==> src/design/timer16_pkg.sv <==
// register map, field layout and reset values of the 16-bit timer unit
package timer16_pkg;

  // ---------------------------------------------------------------
  // register byte offsets
  // ---------------------------------------------------------------
  localparam logic [7:0] run_control_ofs = 8'h00;
  localparam logic [7:0] mode_ofs = 8'h04;
  localparam logic [7:0] ff_control_ofs = 8'h08;
  localparam logic [7:0] duty_ofs = 8'h0c;
  localparam logic [7:0] period_ofs = 8'h10;
  localparam logic [7:0] capture_ofs = 8'h14;
  localparam logic [7:0] counter_ofs = 8'h18;
  localparam logic [7:0] int_status_ofs = 8'h1c;
  localparam logic [7:0] int_clear_ofs = 8'h20;
  localparam logic [7:0] int_enable_ofs = 8'h24;

  // ---------------------------------------------------------------
  // field positions
  // ---------------------------------------------------------------
  localparam int run_bit_pos = 0;
  localparam int prescaler_run_pos = 2;
  localparam int double_buffer_pos = 7;
  localparam int clk_src_lsb = 0;
  localparam int clear_on_period_pos = 2;
  localparam int soft_capture_pos = 3;
  localparam int ff_code_lsb = 0;
  localparam int ff_duty_trig_pos = 2;
  localparam int ff_period_trig_pos = 3;
  localparam int ff_state_pos = 4;
  localparam int duty_irq_bit = 0;
  localparam int period_irq_bit = 1;
  localparam int duty_level_lsb = 0;
  localparam int duty_enable_pos = 3;
  localparam int period_level_lsb = 4;
  localparam int period_enable_pos = 7;

  // ---------------------------------------------------------------
  // encodings and reset values
  // ---------------------------------------------------------------
  localparam logic [1:0] src_external = 2'h0;
  localparam logic [1:0] src_presc_a = 2'h1;
  localparam logic [1:0] src_presc_b = 2'h2;
  localparam logic [1:0] src_presc_c = 2'h3;
  localparam logic [7:0] presc_mask_a = 8'h03;
  localparam logic [7:0] presc_mask_b = 8'h0f;
  localparam logic [7:0] presc_mask_c = 8'h3f;
  localparam logic [1:0] ff_code_invert = 2'h0;
  localparam logic [1:0] ff_code_set = 2'h1;
  localparam logic [1:0] ff_code_clear = 2'h2;
  localparam logic [7:0] run_control_rst = 8'h00;
  localparam logic [3:0] mode_rst = 4'h1;
  localparam logic [3:0] ff_control_rst = 4'h3;
  localparam logic [15:0] compare_rst = 16'hffff;
  localparam logic [7:0] int_enable_rst = 8'h00;
  localparam logic [1:0] no_ff_write = 2'h3;

endpackage : timer16_pkg

==> src/design/pin_rise_detect.sv <==
// two-flop synchroniser for a pin, with a one-cycle rising-edge pulse
`timescale 1ns/100ps
module pin_rise_detect (
  input wire logic clk, // system clock
  input wire logic rst_n, // asynchronous reset, active low
  input wire logic pin, // asynchronous pin level
  output logic rise // one-cycle pulse per rising edge
);

  logic meta_q;
  logic sync_q;
  logic last_q;
  logic meta_d;
  logic sync_d;
  logic last_d;

  always_comb begin
    meta_d = pin;
    sync_d = meta_q;
    last_d = sync_q;
  end

  always_ff @(posedge clk or negedge rst_n) begin
    if (!rst_n) begin
      meta_q <= 1'b0;
      sync_q <= 1'b0;
      last_q <= 1'b0;
    end else begin
      meta_q <= meta_d;
      sync_q <= sync_d;
      last_q <= last_d;
    end
  end

  // only the second flop and its delayed copy feed the edge logic
  assign rise = sync_q & ~last_q;

endmodule : pin_rise_detect

==> src/design/timer16_unit.sv <==
// 16-bit interval timer, event counter and pulse generator with an APB slave
// Overview of operation
// - period match raises periodic period interrupt
// - external source counts each pin rising edge while the prescaler run bit is set
// - duty or period match inverts output flop
// - buffered duty loads only on period match
// - any frequency, duty; polarity by initial flop
// - codes 01,10,11 prescaler taps, else pin
// - per-interrupt enable and programmable priority level
// - run bit zero stops and clears counter
// - two comparators raise their compare interrupts
// - flop code 00 invert, 01 set, 10 clear
`timescale 1ns/100ps
module timer16_unit
  import timer16_pkg::*;
(
  input wire logic pclk, // system clock, 100 MHz
  input wire logic presetn, // asynchronous reset, active low
  input wire logic psel, // apb select
  input wire logic penable, // apb access phase
  input wire logic pwrite, // apb direction, high for write
  input wire logic [7:0] paddr, // apb byte address
  input wire logic [31:0] pwdata, // apb write data
  output logic [31:0] prdata, // apb read data
  output logic pready, // apb ready
  output logic pslverr, // apb error on unmapped address
  input wire logic event_input_pin, // external count input
  output logic pulse_output_pin, // output toggle flip-flop level
  output logic irq, // level interrupt
  output logic [2:0] irq_level // priority of the highest pending interrupt
);

  // ---------------------------------------------------------------
  // bus decode
  // ---------------------------------------------------------------
  logic wr;
  logic setup;
  logic ext_rise;
  logic [31:0] rd_mux;
  logic rd_err;
  assign wr = psel & penable & pwrite;
  assign setup = psel & ~penable;
  assign pready = penable;
  pin_rise_detect event_sync (
    .clk(pclk),
    .rst_n(presetn),
    .pin(event_input_pin),
    .rise(ext_rise)
  );

  // ---------------------------------------------------------------
  // register state
  // ---------------------------------------------------------------
  logic run_q, run_d;
  logic prun_q, prun_d;
  logic dbe_q, dbe_d;
  logic [3:0] mode_q, mode_d;
  logic [3:0] ffc_q, ffc_d;
  logic [15:0] duty_q, duty_d;
  logic [15:0] duty_buf_q, duty_buf_d;
  logic [15:0] period_q, period_d;
  logic [15:0] capture_q, capture_d;
  logic [7:0] int_en_q, int_en_d;
  logic [1:0] ff_wr;
  logic [1:0] clk_src;
  logic [7:0] presc_q, presc_d;
  logic [15:0] cnt_q, cnt_d;
  logic [15:0] cnt_inc;
  logic [7:0] presc_mask;
  logic tick;
  logic hit_duty;
  logic hit_period;
  logic wrap;

  assign clk_src = mode_q[clk_src_lsb +: 2];
  always_comb begin
    run_d = run_q;
    prun_d = prun_q;
    dbe_d = dbe_q;
    mode_d = mode_q;
    ffc_d = ffc_q;
    duty_d = duty_q;
    duty_buf_d = duty_buf_q;
    period_d = period_q;
    capture_d = capture_q;
    int_en_d = int_en_q;
    ff_wr = no_ff_write;
    if (wr && paddr == run_control_ofs) begin
      run_d = pwdata[run_bit_pos];
      prun_d = pwdata[prescaler_run_pos];
      dbe_d = pwdata[double_buffer_pos];
    end else if (wr && paddr == mode_ofs) begin
      mode_d = {1'b0, pwdata[2:0]};
    end else if (wr && paddr == ff_control_ofs) begin
      ffc_d = {pwdata[3:2], no_ff_write};
      ff_wr = pwdata[ff_code_lsb +: 2];
    end else if (wr && paddr == duty_ofs) begin
      // with the buffer on, the live compare value changes only at a period match
      duty_buf_d = pwdata[15:0];
      if (!dbe_q) begin
        duty_d = pwdata[15:0];
      end
    end else if (wr && paddr == period_ofs) begin
      period_d = pwdata[15:0];
    end else if (wr && paddr == int_enable_ofs) begin
      int_en_d = pwdata[7:0];
    end
    // capture is a write-one strobe; the bit does not stay set
    if (wr && paddr == mode_ofs && pwdata[soft_capture_pos]) begin
      capture_d = cnt_q;
    end
    if (dbe_q && hit_period) begin
      duty_d = duty_buf_q;
    end
  end

  always_ff @(posedge pclk or negedge presetn) begin
    if (!presetn) begin
      run_q <= run_control_rst[run_bit_pos];
      prun_q <= run_control_rst[prescaler_run_pos];
      dbe_q <= run_control_rst[double_buffer_pos];
      mode_q <= mode_rst;
      ffc_q <= ff_control_rst;
      duty_q <= compare_rst;
      duty_buf_q <= compare_rst;
      period_q <= compare_rst;
      capture_q <= 16'h0000;
      int_en_q <= int_enable_rst;
    end else begin
      run_q <= run_d;
      prun_q <= prun_d;
      dbe_q <= dbe_d;
      mode_q <= mode_d;
      ffc_q <= ffc_d;
      duty_q <= duty_d;
      duty_buf_q <= duty_buf_d;
      period_q <= period_d;
      capture_q <= capture_d;
      int_en_q <= int_en_d;
    end
  end

  // ---------------------------------------------------------------
  // prescaler, counter and comparators
  // ---------------------------------------------------------------
  assign presc_mask = (clk_src == src_presc_a) ? presc_mask_a :
                      (clk_src == src_presc_b) ? presc_mask_b : presc_mask_c;
  assign cnt_inc = cnt_q + 16'h0001;
  // the pin source is also gated by the prescaler run bit
  assign tick = prun_q & ((clk_src == src_external) ? ext_rise :
                &(presc_q | ~presc_mask));
  assign hit_duty = run_q & tick & (cnt_inc == duty_q);
  assign hit_period = run_q & tick & (cnt_inc == period_q);
  assign wrap = mode_q[clear_on_period_pos] & (cnt_q == period_q);

  always_comb begin
    presc_d = prun_q ? presc_q + 8'h01 : 8'h00;
    cnt_d = cnt_q;
    if (!run_q) begin
      cnt_d = 16'h0000;
    end else if (tick && wrap) begin
      cnt_d = 16'h0000;
    end else if (tick) begin
      cnt_d = cnt_inc;
    end
  end

  always_ff @(posedge pclk or negedge presetn) begin
    if (!presetn) begin
      presc_q <= 8'h00;
      cnt_q <= 16'h0000;
    end else begin
      presc_q <= presc_d;
      cnt_q <= cnt_d;
    end
  end

  // ---------------------------------------------------------------
  // output toggle flip-flop
  // ---------------------------------------------------------------
  logic ff_q, ff_d;
  always_comb begin
    ff_d = ff_q;
    // a software code in the same cycle as a match takes precedence
    if (ff_wr == ff_code_invert) begin
      ff_d = ~ff_q;
    end else if (ff_wr == ff_code_set) begin
      ff_d = 1'b1;
    end else if (ff_wr == ff_code_clear) begin
      ff_d = 1'b0;
    end else if ((hit_duty && ffc_q[ff_duty_trig_pos])
                 || (hit_period && ffc_q[ff_period_trig_pos])) begin
      ff_d = ~ff_q;
    end
  end

  always_ff @(posedge pclk or negedge presetn) begin
    if (!presetn) begin
      ff_q <= 1'b0;
    end else begin
      ff_q <= ff_d;
    end
  end

  assign pulse_output_pin = ff_q;

  // ---------------------------------------------------------------
  // interrupts
  // ---------------------------------------------------------------
  logic [1:0] status_q, status_d;
  logic [1:0] live;
  logic [2:0] lvl_duty;
  logic [2:0] lvl_period;

  assign lvl_duty = int_en_q[duty_level_lsb +: 3];
  assign lvl_period = int_en_q[period_level_lsb +: 3];
  assign live = status_q & {int_en_q[period_enable_pos], int_en_q[duty_enable_pos]};

  always_comb begin
    status_d = status_q;
    if (wr && paddr == int_clear_ofs) begin
      status_d = status_q & ~pwdata[1:0];
    end
    // a match in the clearing cycle is kept
    if (hit_duty) begin
      status_d[duty_irq_bit] = 1'b1;
    end
    if (hit_period) begin
      status_d[period_irq_bit] = 1'b1;
    end
  end

  always_ff @(posedge pclk or negedge presetn) begin
    if (!presetn) begin
      status_q <= 2'h0;
    end else begin
      status_q <= status_d;
    end
  end
  assign irq = |live;
  always_comb begin
    irq_level = 3'h0;
    if (live[duty_irq_bit]) begin
      irq_level = lvl_duty;
    end
    if (live[period_irq_bit] && lvl_period > irq_level) begin
      irq_level = lvl_period;
    end
  end

  // ---------------------------------------------------------------
  // read path, sampled in the setup cycle
  // ---------------------------------------------------------------
  logic [31:0] prdata_q;
  logic err_q;
  always_comb begin
    rd_mux = 32'h0000_0000;
    rd_err = 1'b0;
    if (paddr == run_control_ofs) begin
      rd_mux = {24'h0, dbe_q, 4'h0, prun_q, 1'b0, run_q};
    end else if (paddr == mode_ofs) begin
      rd_mux = {28'h0, 1'b0, mode_q[2:0]};
    end else if (paddr == ff_control_ofs) begin
      rd_mux = {27'h0, ff_q, ffc_q[3:2], 2'h3};
    end else if (paddr == duty_ofs) begin
      rd_mux = {16'h0, duty_q};
    end else if (paddr == period_ofs) begin
      rd_mux = {16'h0, period_q};
    end else if (paddr == capture_ofs) begin
      rd_mux = {16'h0, capture_q};
    end else if (paddr == counter_ofs) begin
      rd_mux = {16'h0, cnt_q};
    end else if (paddr == int_status_ofs) begin
      rd_mux = {30'h0, status_q};
    end else if (paddr == int_clear_ofs) begin
      rd_mux = 32'h0000_0000;
    end else if (paddr == int_enable_ofs) begin
      rd_mux = {24'h0, int_en_q};
    end else begin
      rd_err = 1'b1;
    end
  end

  always_ff @(posedge pclk or negedge presetn) begin
    if (!presetn) begin
      prdata_q <= 32'h0000_0000;
      err_q <= 1'b0;
    end else if (setup) begin
      prdata_q <= pwrite ? 32'h0000_0000 : rd_mux;
      err_q <= rd_err;
    end
  end
  assign prdata = prdata_q;
  assign pslverr = penable & err_q;
endmodule : timer16_unit

==> config.mk <==
export PLATFORM = sky130hd
export DESIGN_NAME = timer16_unit
export DESIGN_NICKNAME = d
export VERILOG_FILES = /design/src/design/timer16_pkg.sv /design/src/design/pin_rise_detect.sv /design/src/design/timer16_unit.sv
export SDC_FILE = /design/constraint.sdc
export NUM_CORES = 1
export LEC_CHECK = 0
export BUFFER_PORTS_ARGS = -buffer_cell sky130_fd_sc_hd__buf_4
export CAP_MARGIN = 0
export CELL_PAD_IN_SITES_DETAIL_PLACEMENT = 0
export CELL_PAD_IN_SITES_GLOBAL_PLACEMENT = 1
export CORE_UTILIZATION = 42
export DETAILED_ROUTE_END_ITERATION = 8
export GPL_TIMING_DRIVEN = 0
export PLACE_DENSITY = 0.79
export SYNTH_ARGS = -nofsm -noshare
export SYNTH_HDL_FRONTEND = slang
export SYNTH_HIERARCHICAL = 1
export SYNTH_SLANG_ARGS = --single-unit
==> constraint.sdc <==
create_clock -name pclk -period 3 [get_ports pclk]
set_input_delay 0.3 -clock pclk [delete_from_list [all_inputs] [get_ports pclk]]
set_output_delay 0.3 -clock pclk [all_outputs]
set_load 0.03 [all_outputs]
==> results of run 1 <==
[routing by layer]
layer,GRT usage,part of all wire
met5,0,0
met4,0.1124,0.033
met3,0.05247,0.061
met2,0.3839,0.47
met1,0.3267,0.44
[kinds of logic after synthesis]
kind of cell,Yosys count,share of synthesized area
xor+xnor,50,0.06308
flops,125,0.4516
other cells,1,0.0005310
fa+ha+maj,7,0.01240
compound gates,178,0.1804
buf+inv,68,0.05173
simple gates,179,0.1389
mux,64,0.1013
[cell type report]
class / instances / area, µm²
buffer: 58 / 327.8
clock buffer: 19 / 432.9
clock inverter: 13 / 190.2
fill: 1473 / 7901
inverter: 10 / 37.54
multi-input combinational: 494 / 3667
sequential: 125 / 3191
tap: 220 / 275.3
timing repair buffer: 61 / 501.7
[final timing paths]
path | startpoint | end | slack [ns]
setup reg to reg | mode_q[0]$_DFFE_PN1P_ | pulse_output_pin$_DFFE_PN0P_ | 0.03
hold / removal | pwrite | prdata[7]$_DFFE_PN0P_ | 0.11
min in group asynchronous | presetn | prdata[15]$_DFFE_PN0P_ | 0.36
setup / recovery | mode_q[0]$_DFFE_PN1P_ | pulse_output_pin$_DFFE_PN0P_ | 0.03
max in group asynchronous | presetn | duty_buf_q[14]$_DFFE_PN1P_ | 1.88
hold reg to reg | event_sync/meta_q$_DFF_PN0_ | event_sync/last_d$_DFF_PN0_ | 0.35
[registers in the layout, indices dropped and copies added (netlist names), 2 cells and up]
signal	flops
capture_q	16
cnt_q	16
duty_buf_q	16
duty_q	16
period_q	16
prdata	16
int_en_q	8
presc_q	6
mode_q	3
ffc_q	2
status_q	2
[worst max-delay path, delay by kind of cell (launching register included)]
kind | cells | cell delay (ns)
XOR/XNOR | 1 | 0.22
adder cells (fa/ha/maj) | 1 | 0.26
flip-flops | 1 | 0.55
buffers and inverters | 2 | 0.25
AND/OR/NAND/NOR | 1 | 0.13
AO/OA/AOI/OAI | 5 | 1.43
[metrics by stage]
stage	setup slack, ns	power [mW]	cells
after CTS	0.01501	4.167	997
after global placement	-0.8252	1.970	955
final	0.02670	4.152	1000
after detailed placement	-0.8445	1.981	956
after floorplan	0.08459	1.869	687
after global routing	-0.05711	4.276	1000
[cells in the final DEF, fill, tap and decap left out, types with 4 or more instances in the layout]
master,count
dfrtp_1,75
nor2_1,26
nand2b_1,8
clkbuf_16,17
inv_1,8
clkinv_4,4
mux2_2,60
clkbuf_1,25
o31ai_1,9
xnor2_1,23
a21boi_0,7
conb_1,16
mux2i_1,4
buf_6,7
a21o_1,21
a22oi_1,7
a221oi_1,4
buf_4,75
bufinv_16,4
nor3_1,14
nor4_1,5
nand4_1,6
buf_2,10
a32o_1,16
o21ai_0,46
ha_1,6
nand3_1,15
nor2b_1,7
dfstp_2,49
a21oi_1,24
nand2_1,59
a222oi_1,9
and3_1,9
or3_1,4
xor2_1,26
[where the power goes]
group | internal [mW] | total, mW | leakage, nW | switching (mW)
Combinational | 0.0804 | 0.227 | 2.10 | 0.147
Sequential | 1.72 | 1.73 | 1.54 | 0.0184
Clock | 1.39 | 2.19 | 0.291 | 0.798
Total | 3.19 | 4.15 | 3.93 | 0.963
[timing repair]
action,CTS,global route
resized for setup,18,8
hold endpoints to repair,40,0
buffers inserted,6,3
pin swaps,5,20
setup endpoints to repair,19,28
gates cloned,1,0
hold buffers,2,0
==> results.md, run 1 <==
Outcome:
- The flow ran to the end, and the final reports show no timing, DRC or antenna violations.

Logic synthesis:
- Summed over all instances, the cell type with the most area after synthesis is dfrtp_1.
- The unique cell type count in the Yosys netlist is 69.
- The commonest cells after synthesis are dfrtp_1, mux2_2, nand2_1.
- Sorting the synthesized cells by area gives the leading types as dfrtp_1, dfstp_2, mux2_2.
- The synthesis-stage register bit count is 125.
- In the synthesized netlist the async set-or-reset flop fraction comes to 1.000.
- The sequential fraction of the synthesis area is 0.4516.
- The library cell with the highest instance count after synthesis is dfrtp_1.
- For this run, the number of Yosys warnings is 6.
- The synthesized cell area is 0.007062 mm².
- The count of flip-flops with a built-in enable after synthesis is 0.
- The most used flip-flop cell after synthesis is dfrtp_1.
- The top-area cell type share of the netlist area is 0.2693.
- In the synthesized netlist, the number of instances is 672.
- The average size of a mapped cell is 10.51 µm².

Setup path:
- For the worst flop-to-flop path, the logic depth is 10.
- The setup path with the least slack is of type register to register.
- The required time at the worst-slack endpoint is 3.30 ns.
- The slowest stage of the critical path belongs to the cell a2111oi_2.
- The delay contributed by the slowest stage of the critical path is 0.59 ns.
- STA puts the critical path data arrival time at 3.27 ns.
- The type of destination of the critical path is a register.
- Of all nets on the critical path, the largest fanout is 3.
- Walking the worst path, the cells encountered are inv_2, ha_4, a21oi_2, o41ai_4, buf_4, nand3_1, a2111oi_2, a32oi_2, xor2_1, o32ai_2.
- The startpoint type of the worst setup path is a register.

GRT:
- The initial antenna violation count is 0.
- The aggregate global routing overflow is 0.
- The number of global-route vias before repair is 5912.
- For this run, the total global-route usage over all layers was measured as 0.2460.
- The global-route wire length before repair is 32.64 mm.
- Entering global routing, the biggest net connects 82 pins.

Floorplan:
- The I/O pin count is 85.
- The die area is 0.01734 mm².
- The floorplan has 47 rows.
- The floorplan step set the die width to 131.7 µm.
- From bottom edge to top edge, the die measures 131.7 µm.
- The core area is 0.01652 mm².
- The starting density of the core is 0.4273.

CTS:
- TritonCTS built the clock tree.
- Clock tree synthesis selected as its root buffer the cell clkbuf_16.
- The later pin in the worst-skew pair is clocked with a latency of 0.43 ns.
- The maximum count of clock buffers along a single path is 2.
- The total clock sinks is 125.
- The H-tree level count is 4.
- Clock-pin slew was measured on the worst setup and hold paths at 0.06 ns.
- The total clock buffers created by CTS is 17.

Power and ir drop:
- In this run the power density over the cells is 481.5 mW/mm².
- The analysis attributes to cell leakage a power of 3.927 nW.
- The maximum VDD drop is 0.3910 mV.

Cells and area:
- The finished cells cover 0.008623 mm².
- The growth of design area from synthesis to finish is 22.11%.
- The number of diodes is 0.
- Of the cells placed in the final design, the portion with a size suffix greater than 1 is 0.3346.
- The net count of the finished layout is 820.
- The final design utilization is 0.5218.

Place:
- The placed instances occupy a cell area of 0.007785 mm².
- The count of buffers from port buffering is 48.
- Once detailed placement completed, the half-perimeter wirelength came to 14.86 mm.
- At the end of routability-driven placement, the weighted congestion stood at 0.9105.

STA:
- The worst-margin pin slew is 0.9966 ns.
- Final hold analysis gives a worst-case slack of 0.1134 ns.
- Across the routed clock network, the largest skew measured is 0.01016 ns.
- The final count of pins violating max slew is 0.
- Adding up every negative setup slack in the final design gives 0 ns.
- The share of the cycle needed by the critical path after routing is 0.9911.
- The highest achievable clock rate is 336.3 MHz.
- The final count of hold timing violations is 0.
- Setup violations remaining at the end of the flow were counted as 0.
- Setup repair after global routing could not meet its margin everywhere.
- The minimum clock period is 2.973 ns.
- In this run the tightest slew margin relative to its limit is 0.3300.

Hold path:
- Along the worst hold path, the cell count comes to 2.
- The worst hold path class is primary input to register.

Routing:
- The number of antenna-violating nets in the routed design is 0.
- The total length of routed wires is 20.44 mm.
- The mean routed wirelength per cell is 20.44 µm.
- The first-iteration detailed-routing DRC count is 712.
- The number of vias in the routed layout is 5839.
- The first TritonRoute pass finished after 6 iterations.
- The number of vias per cell after detailed routing is 5.839.
- The number of remaining DRC errors is 0.

Flow run:
- Across the run, the number of max-cap violations was 0.
Power figures use the tool's default switching activity.
==> inputs of run 2 (changes only) <==
CORE_UTILIZATION = 43   (was 42)
CTS_BUF_LIST = sky130_fd_sc_hd__clkbuf_4   (was default)
PLACE_DENSITY = 0.8   (was 0.79)
==> results.md, run 2 (synthesis gave the netlist of run 1 again) <==
Outcome:
- The run finished with clean final reports.

Power and ir drop:
- The internal power is 2.310 mW.
- The share of total power dissipated in combinational logic is 0.077.
- The design draws 3.159 mW.
- In this run the power density over the cells is 373.1 mW/mm².
- The proportion of total power due to net switching is 0.2686.
- IR analysis of the VDD net gives a maximum drop of 0.2500 mV.
- The share of total power dissipated in the clock network is 0.375.
- The static leakage power is 3.842 nW.
- The part of the power in registers is 0.548.
- Summed over all nets, the switching power comes to 848.3 µW.

STA:
- The final count of hold timing violations was 0.
- The highest achievable clock rate is 338.6 MHz.
- The max-slew headroom at the worst pin is 0.3274.
- The minimum clock period is 2.953 ns.
- The largest clock skew in the final design is 0.01518 ns.
- The sum of negative setup slack is 0 ns.
- Setup repair after global routing could not meet its margin everywhere.
- The share of the cycle needed by the critical path after routing is 0.9844.
- Setup violations remaining at the end of the flow were counted as 0.
- At the pin with the least slew margin, the transition time is 1.001 ns.
- The final hold slack is 0.1209 ns.
- The final count of pins violating max slew is 0.

Setup path:
- For this run, the slowest stage of the critical path takes 0.69 ns.
- The arrival time at the worst endpoint is 3.40 ns.
- For flop-to-flop paths, the worst setup slack is 0.05 ns.
- Counting both buffers and inverters, the worst setup path holds a total of 1.
- The worst setup path is launched from a register.
- The worst setup path is captured at a register.
- Broken down by cell family, the worst path's largest delay share belongs to simple AND/OR/NAND/NOR gates.
- Along the worst path, the maximum fanout reaches 9.
- Walking the worst path, the cells encountered are buf_2, nand3_4, nor3_1, and3_1, o211ai_1, a2111oi_2, a32oi_1, xor2_1, o32ai_2.
- The slowest stage cell on the critical path is nor3_1.
- At the worst endpoint, the required time is 3.45 ns.
- The kind of critical path is register to register.

Place:
- Once placement finished, the instance area stood at 0.007780 mm².
- The final estimated routing congestion in global placement is 0.9008.
- Detailed placement ended at an HPWL of 15.18 mm.
- The count of buffers from port buffering is 48.

Cells and area:
- Summing all non-filler instances in the final layout gives an area of 0.008466 mm².
- In the layout the commonest cells are buf_4, dfrtp_1, mux2_2.
- The fraction of layout instances using a drive strength above 1 is 0.3317.
- The leading cell type in the layout, fill and taps excluded is buf_4.
- Compared with the post-synthesis result, the final layout area differs by 19.88%.
- In the final design database the tool counted 836 nets.

CTS:
- The CTS tree is yes.
- The H-tree level count is 4.
- Clock-pin slew was measured on the worst setup and hold paths at 0.11 ns.
- The total clock buffers created by CTS is 17.
- The tree is rooted in a clkbuf_4.
- Clock latency on the worst-skew pair, taken at its later pin, is 0.56 ns.
- The maximum count of clock buffers along a single path is 2.
- Clock tree synthesis found a total of 125 sinks.

Routing:
- The number of antenna-violating nets in the routed design is 0.
- In the routed layout, each cell is associated on average with a via count of 5.790.
- The first detailed-routing pass ran for 6 iterations.
- The first-iteration detailed-routing DRC count is 575.
- The number of remaining DRC errors is 0.
- The total length of routed wires is 20.25 mm.
- The number of vias in the routed layout is 5865.
- After detailed routing, the average wire length per cell comes to 19.99 µm.

Floorplan:
- The floorplan step defined a die boundary enclosing 0.01694 mm².
- The standard-cell row count is 46.
- The initial utilization of the core area, before any placement, comes to 0.4429.
- Measured along the y axis, the die boundary spans 130.2 µm.
- In this run the standard cell core region covers 0.01594 mm².
- The I/O pin count is 85.
- The die is 130.2 µm wide.

GRT:
- The overall track demand over capacity in global routing is 0.2541.
- The number of global-route vias before repair is 5701.
- The initial antenna violation count is 1.
- Entering global routing, the biggest net connects 77 pins.
- For this run the aggregate overflow at the end of global routing stands at 0.
- The global-route wire length before repair is 31.84 mm.

Hold path:
- The tightest min-delay check is of the primary input to register type.

Flow run:
- The max capacitance violation total is 0.
## run 2: changes by cell type in the layout (fill, tap and decap cells not counted), moves of 2 or more
cell	before	now
buf_12	0	2
buf_6	7	5
bufinv_16	4	2
clkbuf_1	25	22
clkbuf_16	17	0
clkbuf_4	0	18
clkinv_2	0	3
clkinvlp_4	3	1
dlygate4sd3_1	2	18
## run 2: power by group through the flow
stage	sequential (mW)	combinational (mW)	clock (mW)
final	1.73	0.244	1.18
after global routing	1.73	0.268	1.28
after CTS	1.73	0.240	1.21
after detailed placement	1.76	0.219	0
after global placement	1.76	0.211	0
after floorplan	1.76	0.114	0
## run 2: cell type report
type,instances,area [µm²]
Inverter,10,37.54
Tap cell,216,270.3
Clock buffer,18,135.1
Sequential cell,125,3192
Fill cell,1440,7477
Multi-Input combinational cell,494,3675
Timing Repair Buffer,78,686.9
Clock inverter,14,142.6
Buffer,57,324.1
Antenna cell,1,2.502
## run 2: worst paths after layout
check | to | startpoint | cells past startpoint
setup reg to reg | pulse_output_pin$_DFFE_PN0P_ | cnt_q[0]$_DFFE_PN0P_ | 9
hold / removal | err_q$_DFFE_PN0P_ | paddr[6] | 4
setup / recovery | pulse_output_pin$_DFFE_PN0P_ | cnt_q[0]$_DFFE_PN0P_ | 9
hold reg to reg | event_sync/last_d$_DFF_PN0_ | event_sync/meta_q$_DFF_PN0_ | 0
min in group asynchronous | int_en_q[0]$_DFFE_PN0P_ | presetn | 2
max in group asynchronous | period_q[10]$_DFFE_PN1P_ | presetn | 3
## run 2: timing repair
item                                   4_1_cts  5_1_grt
gates resized for setup                      9       16
buffers inserted                             8        2
hold buffers                                18        0
cloned                                       1        0
endpoints found under the hold margin       78        0
pin swaps                                    3       12
setup endpoints to repair                   20       55
## run 2: worst min-delay path: cells and delay by family
| kind | cells | cell delay, ns |
|---|---|---|
| buffers and inverters | 1 | 0.09 |
| and+or+nand+nor | 1 | 0.06 |
| AOI/OAI and AO/OA | 2 | 0.21 |
## run 2: routing by layer
layer  wire, µm  share of wire  GRT usage
met5          0              0          0
met4        449          0.022    0.08003
met3       1320          0.065    0.04838
met2       9576           0.47     0.4036
met1       8907           0.44     0.3500
## run 2: stage by stage
step | utilization | setup WS (ns) | cells
6_report | 0.5310 | 0.04675 | 1013
5_1_grt | 0.5310 | -0.06387 | 1013
4_1_cts | 0.5252 | 0.002481 | 1011
3_3_place_gp | 0.4860 | -0.8070 | 951
2_1_floorplan | - | 0.08459 | 687
3_5_place_dp | 0.4880 | -0.8367 | 952
